**src/dcl_pkg.sv**
```systemverilog
// Summary of operation
// - Each pixel word is ten bits wide, with bit 9 taken as the most significant bit.
// - Sequence start is sampled on every active edge, and a sequence begins on the next active edge.
// - The active edge is the rising pixel clock edge when even/odd is high, else the falling edge.
// - With direction low a sequence starts at channel 0 going right, with it high at channel 5 going left.
// - Successive words go to successive channels on rising edges in even mode, falling in odd mode.
// - Transfer strobe is sampled on rising pixel clock edges and a request is noted whenever it is high.
// - On the rising edge after a noted request, all six latched words are copied to the outputs together.
// - The white level follows the first reference while polarity is low, the second while it is high.
// - Polarity is latched at a transfer copy edge and reaches the outputs at the next transfer copy edge.
package dcl_pkg;

   // ----------------------------------------------------------------
   // Data path sizes
   // ----------------------------------------------------------------
   localparam int unsigned PIX_W      = 10;
   localparam int unsigned NUM_CH     = 6;
   localparam int unsigned CH_IDX_W   = 3;
   localparam int unsigned FIFO_DEPTH = 16;
   localparam int unsigned ENTRY_W    = PIX_W + CH_IDX_W;
   localparam int unsigned ADDR_W     = 8;

   localparam logic [CH_IDX_W-1:0] CH_FIRST_LEFT  = 3'h0;
   localparam logic [CH_IDX_W-1:0] CH_FIRST_RIGHT = 3'h5;
   localparam logic [CH_IDX_W-1:0] CH_STEP        = 3'h1;
   localparam logic [CH_IDX_W-1:0] CH_COUNT       = 3'h6;

   // ----------------------------------------------------------------
   // Register map
   // ----------------------------------------------------------------
   localparam logic [ADDR_W-1:0] ADDR_CTRL      = 8'h00;
   localparam logic [ADDR_W-1:0] ADDR_STATUS    = 8'h04;
   localparam logic [ADDR_W-1:0] ADDR_LEVEL     = 8'h08;
   localparam logic [ADDR_W-1:0] ADDR_CHAN_BASE = 8'h10;
   localparam logic [ADDR_W-1:0] ADDR_CHAN_LAST = 8'h24;

   localparam int unsigned CTRL_EVEN_BIT  = 0;
   localparam int unsigned CTRL_RIGHT_BIT = 1;
   localparam int unsigned CTRL_INV_BIT   = 2;
   localparam int unsigned CTRL_HOLD_BIT  = 3;
   localparam logic [31:0] CTRL_MASK      = 32'h0000_000F;
   localparam logic [31:0] CTRL_RESET     = 32'h0000_0001;

   localparam int unsigned ST_OPEN_BIT  = 0;
   localparam int unsigned ST_EMPTY_BIT = 1;
   localparam int unsigned ST_FULL_BIT  = 2;
   localparam int unsigned ST_WHITE_BIT = 3;
   localparam int unsigned ST_XFR_BIT   = 4;
   localparam int unsigned ST_OVF_BIT   = 8;
   localparam int unsigned ST_IGN_BIT   = 9;

   // ----------------------------------------------------------------
   // Capture state
   // ----------------------------------------------------------------
   typedef enum logic [2:0]
   {
      CAP_IDLE = 3'b001,
      CAP_OPEN = 3'b010,
      CAP_FULL = 3'b100
   } dcl_cap_state_t;

endpackage

```
**src/dcl_chan_if.sv**
```systemverilog
`timescale 1ns/1ps
interface dcl_chan_if;
   import dcl_pkg::*;

   logic                             load;
   logic [CH_IDX_W-1:0]              idx;
   logic [PIX_W-1:0]                 word;
   logic                             copy;
   logic [NUM_CH-1:0][PIX_W-1:0]     shown;

   modport bank (input load, input idx, input word, input copy, output shown);
   modport core (output load, output idx, output word, output copy, input shown);
endinterface

```
**src/dcl_chan_bank.sv**
```systemverilog
`timescale 1ns/1ps
module dcl_chan_bank
   import dcl_pkg::*;
(
   input  wire logic pclk,
   input  wire logic presetn,
   dcl_chan_if.bank  ch
);
   // ----------------------------------------------------------------
   // Per-channel latch and output stage
   // ----------------------------------------------------------------
   for (genvar g = 0; g < NUM_CH; g++)
   begin : g_ch
      logic [PIX_W-1:0] held_q, held_d;
      logic [PIX_W-1:0] shown_q, shown_d;

      always_comb
      begin
         held_d  = held_q;
         shown_d = shown_q;
         if (ch.load && (ch.idx == CH_IDX_W'(g)))
         begin
            held_d = ch.word;
         end
         if (ch.copy)
         begin
            // Copy sees the old latch, so a same-cycle load waits for the next copy
            shown_d = held_q;
         end
      end

      always_ff @(posedge pclk or negedge presetn)
      begin
         if (!presetn)
         begin
            held_q  <= '0;
            shown_q <= '0;
         end
         else
         begin
            held_q  <= held_d;
            shown_q <= shown_d;
         end
      end

      assign ch.shown[g] = shown_q;
   end
endmodule

```
**src/dcl_fifo.sv**
```systemverilog
`timescale 1ns/1ps
module dcl_fifo
#(
   parameter int unsigned WIDTH = 13,
   parameter int unsigned DEPTH = 16
)
(
   input  wire logic                       clk,
   input  wire logic                       rst_n,
   input  wire logic                       in_valid,
   output      logic                       in_ready,
   input  wire logic [WIDTH-1:0]           in_data,
   output      logic                       out_valid,
   input  wire logic                       out_ready,
   output      logic [WIDTH-1:0]           out_data,
   output      logic [$clog2(DEPTH+1)-1:0] level
);
   localparam int unsigned PTR_W = $clog2(DEPTH);
   localparam int unsigned CNT_W = $clog2(DEPTH+1);
   localparam logic [PTR_W-1:0] PTR_LAST = PTR_W'(DEPTH - 1);
   localparam logic [CNT_W-1:0] CNT_FULL = CNT_W'(DEPTH);

   logic [WIDTH-1:0] mem_q [DEPTH];
   logic [WIDTH-1:0] mem_d [DEPTH];
   logic [PTR_W-1:0] wr_q, wr_d, rd_q, rd_d;
   logic [CNT_W-1:0] cnt_q, cnt_d;
   logic             push, pop;

   assign in_ready  = (cnt_q != CNT_FULL);
   assign out_valid = (cnt_q != '0);
   assign out_data  = mem_q[rd_q];
   assign level     = cnt_q;
   assign push      = in_valid & in_ready;
   assign pop       = out_valid & out_ready;

   always_comb
   begin
      mem_d = mem_q;
      wr_d  = wr_q;
      rd_d  = rd_q;
      cnt_d = cnt_q;
      if (push)
      begin
         mem_d[wr_q] = in_data;
         wr_d        = (wr_q == PTR_LAST) ? '0 : wr_q + 1'b1;
      end
      if (pop)
      begin
         rd_d = (rd_q == PTR_LAST) ? '0 : rd_q + 1'b1;
      end
      if (push && !pop)
      begin
         cnt_d = cnt_q + 1'b1;
      end
      else if (pop && !push)
      begin
         cnt_d = cnt_q - 1'b1;
      end
   end

   always_ff @(posedge clk or negedge rst_n)
   begin
      if (!rst_n)
      begin
         for (int i = 0; i < DEPTH; i++)
         begin
            mem_q[i] <= '0;
         end
         wr_q  <= '0;
         rd_q  <= '0;
         cnt_q <= '0;
      end
      else
      begin
         mem_q <= mem_d;
         wr_q  <= wr_d;
         rd_q  <= rd_d;
         cnt_q <= cnt_d;
      end
   end
endmodule

```
**src/dcl_loader.sv**
```systemverilog
`timescale 1ns/1ps
module dcl_loader
   import dcl_pkg::*;
(
   input  wire logic                    pclk,
   input  wire logic                    presetn,
   input  wire logic                    psel,
   input  wire logic                    penable,
   input  wire logic                    pwrite,
   input  wire logic [ADDR_W-1:0]       paddr,
   input  wire logic [31:0]             pwdata,
   output      logic [31:0]             prdata,
   output      logic                    pready,
   output      logic                    pslverr,
   input  wire logic                    pixel_clk,
   input  wire logic [PIX_W-1:0]        pixel_word_in,
   input  wire logic                    sequence_start_strobe,
   input  wire logic                    output_transfer_strobe,
   output      logic [NUM_CH*PIX_W-1:0] channel_outputs,
   output      logic                    white_level_sel
);
   // ----------------------------------------------------------------
   // Declarations
   // ----------------------------------------------------------------
   dcl_chan_if ch ();

   logic                        pix_prev_q, pix_prev_d;
   logic                        pix_rise, pix_fall, active_edge;

   dcl_cap_state_t              state_q, state_d;
   logic                        start_seen_q, start_seen_d;
   logic [CH_IDX_W-1:0]         cap_idx_q, cap_idx_d;
   logic [CH_IDX_W-1:0]         cap_cnt_q, cap_cnt_d;
   logic                        cap_right_q, cap_right_d;
   logic                        push;
   logic [ENTRY_W-1:0]          push_entry;
   logic                        ovf_set, ign_set;

   logic                        fifo_in_ready, fifo_out_valid, fifo_out_ready;
   logic [ENTRY_W-1:0]          fifo_out_data;
   logic [$clog2(FIFO_DEPTH+1)-1:0] fifo_level;

   logic                        xfr_det_q, xfr_det_d;
   logic                        inv_stage_q, inv_stage_d;
   logic                        white_q, white_d;
   logic                        copy;

   logic [31:0]                 ctrl_q, ctrl_d;
   logic                        ovf_q, ovf_d, ign_q, ign_d;
   logic [31:0]                 prdata_q, prdata_d;
   logic                        pready_q, pready_d;
   logic                        pslverr_q, pslverr_d;
   logic                        setup, wr_access;
   logic                        chan_hit;
   logic [ADDR_W-1:0]           chan_off;
   logic [CH_IDX_W-1:0]         chan_idx;
   logic [31:0]                 status;

   // ----------------------------------------------------------------
   // Pixel clock edges
   // ----------------------------------------------------------------
   // Pixel clock is slow against pclk and synchronous, so it is sampled directly
   assign pix_prev_d  = pixel_clk;
   assign pix_rise    = pixel_clk & ~pix_prev_q;
   assign pix_fall    = ~pixel_clk & pix_prev_q;
   assign active_edge = ctrl_q[CTRL_EVEN_BIT] ? pix_rise : pix_fall;

   always_ff @(posedge pclk or negedge presetn)
   begin
      if (!presetn)
      begin
         pix_prev_q <= 1'b0;
      end
      else
      begin
         pix_prev_q <= pix_prev_d;
      end
   end

   // ----------------------------------------------------------------
   // Word capture
   // ----------------------------------------------------------------
   // Channel index travels with the word, so a lost word cannot shift the rest
   assign push_entry = {cap_idx_d, pixel_word_in};

   always_comb
   begin
      state_d      = state_q;
      start_seen_d = start_seen_q;
      cap_idx_d    = cap_idx_q;
      cap_cnt_d    = cap_cnt_q;
      cap_right_d  = cap_right_q;
      push         = 1'b0;
      ign_set      = 1'b0;
      if (active_edge)
      begin
         start_seen_d = sequence_start_strobe;
         if (start_seen_q)
         begin
            cap_right_d = ctrl_q[CTRL_RIGHT_BIT];
            cap_idx_d   = ctrl_q[CTRL_RIGHT_BIT] ? CH_FIRST_RIGHT : CH_FIRST_LEFT;
            cap_cnt_d   = CH_STEP;
            push        = 1'b1;
            state_d     = CAP_OPEN;
         end
         else
         begin
            case (state_q)
               CAP_IDLE:
               begin
                  state_d = CAP_IDLE;
               end
               CAP_OPEN:
               begin
                  cap_idx_d = cap_right_q ? cap_idx_q - CH_STEP : cap_idx_q + CH_STEP;
                  cap_cnt_d = cap_cnt_q + CH_STEP;
                  push      = 1'b1;
               end
               CAP_FULL:
               begin
                  ign_set = 1'b1;
               end
               default:
               begin
                  state_d = CAP_IDLE;
               end
            endcase
         end
         if (push && (cap_cnt_d == CH_COUNT))
         begin
            state_d = CAP_FULL;
         end
      end
   end

   assign ovf_set = push & ~fifo_in_ready;

   always_ff @(posedge pclk or negedge presetn)
   begin
      if (!presetn)
      begin
         state_q      <= CAP_IDLE;
         start_seen_q <= 1'b0;
         cap_idx_q    <= CH_FIRST_LEFT;
         cap_cnt_q    <= '0;
         cap_right_q  <= 1'b0;
      end
      else
      begin
         state_q      <= state_d;
         start_seen_q <= start_seen_d;
         cap_idx_q    <= cap_idx_d;
         cap_cnt_q    <= cap_cnt_d;
         cap_right_q  <= cap_right_d;
      end
   end

   // ----------------------------------------------------------------
   // Word buffer and channel latches
   // ----------------------------------------------------------------
   // Hold bit stalls the drain, letting software freeze the latches
   assign fifo_out_ready = ~ctrl_q[CTRL_HOLD_BIT];

   dcl_fifo #(
      .WIDTH (ENTRY_W),
      .DEPTH (FIFO_DEPTH)
   ) u_fifo (
      .clk       (pclk),
      .rst_n     (presetn),
      .in_valid  (push),
      .in_ready  (fifo_in_ready),
      .in_data   (push_entry),
      .out_valid (fifo_out_valid),
      .out_ready (fifo_out_ready),
      .out_data  (fifo_out_data),
      .level     (fifo_level)
   );

   assign ch.load = fifo_out_valid & fifo_out_ready;
   assign ch.idx  = fifo_out_data[ENTRY_W-1:PIX_W];
   assign ch.word = fifo_out_data[PIX_W-1:0];
   assign ch.copy = copy;

   dcl_chan_bank u_bank (
      .pclk    (pclk),
      .presetn (presetn),
      .ch      (ch.bank)
   );

   // ----------------------------------------------------------------
   // Transfer and polarity
   // ----------------------------------------------------------------
   always_comb
   begin
      xfr_det_d   = xfr_det_q;
      inv_stage_d = inv_stage_q;
      white_d     = white_q;
      copy        = 1'b0;
      if (pix_rise)
      begin
         xfr_det_d = output_transfer_strobe;
         if (xfr_det_q)
         begin
            copy        = 1'b1;
            inv_stage_d = ctrl_q[CTRL_INV_BIT];
            white_d     = inv_stage_q;
         end
      end
   end

   always_ff @(posedge pclk or negedge presetn)
   begin
      if (!presetn)
      begin
         xfr_det_q   <= 1'b0;
         inv_stage_q <= 1'b0;
         white_q     <= 1'b0;
      end
      else
      begin
         xfr_det_q   <= xfr_det_d;
         inv_stage_q <= inv_stage_d;
         white_q     <= white_d;
      end
   end

   assign channel_outputs = ch.shown;
   assign white_level_sel = white_q;

   // ----------------------------------------------------------------
   // APB slave
   // ----------------------------------------------------------------
   assign setup     = psel & ~penable;
   assign wr_access = psel & penable & pready_q & pwrite;
   assign chan_off  = paddr - ADDR_CHAN_BASE;
   assign chan_idx  = chan_off[CH_IDX_W+1:2];
   assign chan_hit  = (paddr >= ADDR_CHAN_BASE) && (paddr <= ADDR_CHAN_LAST)
                      && (paddr[1:0] == 2'h0);

   always_comb
   begin
      status               = '0;
      status[ST_OPEN_BIT]  = (state_q == CAP_OPEN);
      status[ST_EMPTY_BIT] = ~fifo_out_valid;
      status[ST_FULL_BIT]  = ~fifo_in_ready;
      status[ST_WHITE_BIT] = white_q;
      status[ST_XFR_BIT]   = xfr_det_q;
      status[ST_OVF_BIT]   = ovf_q;
      status[ST_IGN_BIT]   = ign_q;
   end

   always_comb
   begin
      ctrl_d    = ctrl_q;
      prdata_d  = '0;
      pready_d  = setup;
      pslverr_d = 1'b0;
      // Sticky flags: a new event beats a write-one clear in the same cycle
      ovf_d = ovf_set | (ovf_q & ~(wr_access && (paddr == ADDR_STATUS) && pwdata[ST_OVF_BIT]));
      ign_d = ign_set | (ign_q & ~(wr_access && (paddr == ADDR_STATUS) && pwdata[ST_IGN_BIT]));
      if (wr_access && (paddr == ADDR_CTRL))
      begin
         ctrl_d = pwdata & CTRL_MASK;
      end
      if (setup)
      begin
         if (paddr == ADDR_CTRL)
         begin
            prdata_d = ctrl_q;
         end
         else if (paddr == ADDR_STATUS)
         begin
            prdata_d = status;
         end
         else if (paddr == ADDR_LEVEL)
         begin
            prdata_d = 32'(fifo_level);
         end
         else if (chan_hit)
         begin
            prdata_d = 32'(ch.shown[chan_idx]);
         end
         else
         begin
            pslverr_d = 1'b1;
         end
         if (pwrite)
         begin
            prdata_d = '0;
         end
      end
   end

   always_ff @(posedge pclk or negedge presetn)
   begin
      if (!presetn)
      begin
         ctrl_q    <= CTRL_RESET;
         ovf_q     <= 1'b0;
         ign_q     <= 1'b0;
         prdata_q  <= '0;
         pready_q  <= 1'b0;
         pslverr_q <= 1'b0;
      end
      else
      begin
         ctrl_q    <= ctrl_d;
         ovf_q     <= ovf_d;
         ign_q     <= ign_d;
         prdata_q  <= prdata_d;
         pready_q  <= pready_d;
         pslverr_q <= pslverr_d;
      end
   end

   assign prdata  = prdata_q;
   assign pready  = pready_q;
   assign pslverr = pslverr_q;
endmodule

```
**config.mk**
```make
export PLATFORM = sky130hd
export DESIGN_NAME = dcl_loader
export DESIGN_NICKNAME = d
export VERILOG_FILES = /design/src/dcl_pkg.sv /design/src/dcl_chan_if.sv /design/src/dcl_chan_bank.sv /design/src/dcl_fifo.sv /design/src/dcl_loader.sv
export SDC_FILE = /design/constraint.sdc
export NUM_CORES = 1
export LEC_CHECK = 0
export BUFFER_PORTS_ARGS = -buffer_cell sky130_fd_sc_hd__buf_4
export CAP_MARGIN = 20
export CORE_UTILIZATION = 60
export DETAILED_ROUTE_END_ITERATION = 12
export HOLD_SLACK_MARGIN = 0.06
export PLACE_DENSITY = 0.83
export SKIP_CTS_REPAIR_TIMING = 1
export SYNTH_ARGS = -nofsm -noshare
export SYNTH_HDL_FRONTEND = slang
export SYNTH_HIERARCHICAL = 1
export SYNTH_SLANG_ARGS = --single-unit
export TNS_END_PERCENT = 50
```
**constraint.sdc**
```tcl
create_clock -name pclk -period 4.4 [get_ports pclk]
set_input_delay 0.22 -clock pclk [delete_from_list [all_inputs] [get_ports pclk]]
set_output_delay 0.22 -clock pclk [all_outputs]
set_load 0.02 [all_outputs]
```
==> run summary <==
commonest non-fill, non-tap cell in the layout: dfrtp_1
Async SR Flop Fraction: 100%
share of cells above drive strength 1: 46.9%
FF/Latch Area: 9360 um2
clock skew: 0.0107 ns
post-synthesis cell count: 1174
Netlist cell types: 60
RSZ-0062 raised after global routing: false
first-pass GRT wire length: 62.6 mm
vias: 10327
area of the mapped netlist: 17600 um2
Synth Register Bits: 374
DRT Wirelength: 39.6 mm
DP Cell Count: 1608
antenna-violating nets left: 0
setup TNS: 0 ns
worst hold slack: 0.0657 ns
Avg WL per Cell: 23.4 um
Final Setup Violations: 0
# rows: 62
area of the multi-input gates: 7670 um2
Mean Syn Cell Area: 15.0 um2
Slew headroom: 30.2%
vias in the first global route: 10790
Worst Setup Start Kind: flip-flop
ys flop type: dfrtp_1
number of synthesis warnings: 6
WHS Endpoint: u_fifo/mem_q[47]$_DFFE_PN0P_
max-cap viol count: 0
clk_lat worst skew: 0.53 ns
Pwr Density: 728 nW/um2
r2r setup slk: 1.02 ns
all-layer global routing usage: 26.9%
drt first pass iters: 5
initial detailed-routing violation count: 783
DRC Markers: 0
synth-to-layout area growth: 13.4%
Initial Util: 61.2%
worst slew pin tran: 1.04 ns
WP data arrival: 3.83 ns
Post-Place Setup Slack: 1.06 ns
Fin. Hold Viols: 0
Hold WC Path Type: in -> reg
GRT overflow: 0
Fill cells: 1864
clk slew on worst S/H paths: 0.06 ns
TritonCTS Buffers: 40
hold path start: pixel_word_in[8]
R2R depth: 7
die area: 30100 um2
status: finished clean
largest net degree at the start of global routing: 125
die height: 174 um
hold path depth: 2
Final Net Count: 1348
Die W: 174 um
register area share after synthesis: 53.0%
H-tree levels: 2
Ports: 153
pins over their slew limit: 0
Reg-to-Reg End: u_bank/g_ch[1].held_q[2]$_DFFE_PN0P_
Peak VDD IR: 0.424 mV
worst-path maximum fanout: 27
gpl congestion: 0.776
Peak Freq: 0.296 GHz
clk sink count: 374
Antenna diodes: 0
port bufs: 104
CTS tree: done
Core ar.: 28900 um2
via density per instance: 6.10
FF-to-FF Start: u_fifo/rd_q[1]$_DFFE_PN0P_
Post-synth EDFFs: 0
worst path required time: 4.86 ns
slack of the critical path: 1.02 ns
most frequent cells in the layout: dfrtp_1, mux2_2, buf_4, mux2_4, mux2i_1
fin area: 20000 um2
post-place instance area: 18600 um2
root buffer cell: clkbuf_16
DP Wirelength: 24.2 mm
fin crit share: 76.7%
kind of critical path: reg -> reg
Leak: 9.68 nW
crit end category: flip-flop
Cell Count, Final, Fillers Out: 1693
initial antenna violation count: 0
Max Root-Sink Buffers: 3
Tmin final: 3.38 ns
-- cell type report --
cell class	count	share of cell area [%]
flip-flops and latches	374	46.8
multi-input cells	706	38.4
clock buffers	63	6.19
repair buffers	142	5.64
well taps	384	2.40
clock inverters	10	0.363
inverters	14	0.263
-- critical path, cell delays in order (launching register included) --
cell,delay [ns]
dfrtp_2,0.85
buf_4,0.35
buf_4,0.41
mux2i_1,0.13
a22oi_1,0.27
mux2i_1,0.12
o21ai_0,0.82
mux2_2,0.32
-- worst max-delay path by stage --
stage                               startpoint  cells past startpoint                                    to
floorplan                ctrl_q[0]$_DFFE_PN1P_                     13           u_fifo/level[4]$_DFFE_PN0P_
global placement    u_fifo/rd_q[0]$_DFFE_PN0P_                      6  u_bank/g_ch[2].held_q[9]$_DFFE_PN0P_
detailed placement  u_fifo/rd_q[0]$_DFFE_PN0P_                      6  u_bank/g_ch[2].held_q[7]$_DFFE_PN0P_
CTS                 u_fifo/rd_q[0]$_DFFE_PN0P_                      6  u_bank/g_ch[1].held_q[2]$_DFFE_PN0P_
global route        u_fifo/rd_q[0]$_DFFE_PN0P_                      6  u_bank/g_ch[1].held_q[2]$_DFFE_PN0P_
finish              u_fifo/rd_q[1]$_DFFE_PN0P_                      7  u_bank/g_ch[1].held_q[2]$_DFFE_PN0P_
-- synth_stat cells, drive strengths merged (3+ instances only) --
cell type / number / area share [%]
mux2: 338 / 24
a21oi: 22 / 0.62
clkbuf: 33 / 0.70
nor2: 26 / 0.55
o31ai: 5 / 0.21
a32oi: 13 / 0.65
inv: 14 / 0.30
buf: 68 / 2.9
o21ai: 32 / 0.93
ha: 10 / 0.71
nor3: 3 / 0.15
and4bb: 3 / 0.21
or3b: 3 / 0.15
nand2b: 6 / 0.21
and2: 4 / 0.14
dfrtp: 372 / 53
a21o: 3 / 0.13
a211oi: 7 / 0.30
nor2b: 6 / 0.21
nand3b: 3 / 0.13
a22oi: 16 / 0.68
mux2i: 50 / 2.8
mux4: 49 / 6.3
xor2: 3 / 0.15
nand3: 20 / 1.4
xnor2: 6 / 0.30
nand2: 23 / 0.49
-- flip-flops by register name, summed over array words and instances, names as in the netlist, 3 cells and up --
signal,flops
cap_cnt_q,3
cap_idx_q,3
ctrl_q,4
prdata,10
state_q,3
u_bank/g_ch.held_q,60
u_bank/g_ch.shown_q,60
u_fifo/level,5
u_fifo/mem_q,208
u_fifo/rd_q,4
u_fifo/wr_q,4
-- per-layer routing --
metal	up-vias	track usage (%)	wire length (um)
met4	0	7.89	1020
met1	5410	36.9	16600
met2	366	44.7	19800
met3	76	4.34	2150
met5	-	0	0
li1	4475	-	-
-- cells by family after synthesis --
logic type               Yosys count  share of synthesized area (%)
AND/OR/NAND/NOR                  115                           4.51
other                              1                         0.0212
flip-flops                       374                           53.0
XOR/XNOR                           9                          0.447
adder cells (fa/ha/maj)           12                          0.936
buffers and inverters            115                           3.95
multiplexers                     437                           32.9
AO/OA/AOI/OAI                    111                           4.23
-- metrics by stage --
stage	total power, mW	util [%]
detailed placement	11.2	64.4
global route	15.3	69.3
floorplan	9.40	-
finish	14.6	69.3
CTS	14.6	68.9
global placement	10.9	64.4
-- where the power goes --
| part | total [mW] | leakage [nW] | switching, mW | internal (mW) |
|---|---|---|---|---|
| Clock | 3.28 | 0.645 | 1.34 | 1.94 |
| Sequential | 5.70 | 4.96 | 0.964 | 4.74 |
| Combinational | 5.59 | 4.08 | 2.68 | 2.91 |
Power figures use the tool's default switching activity.
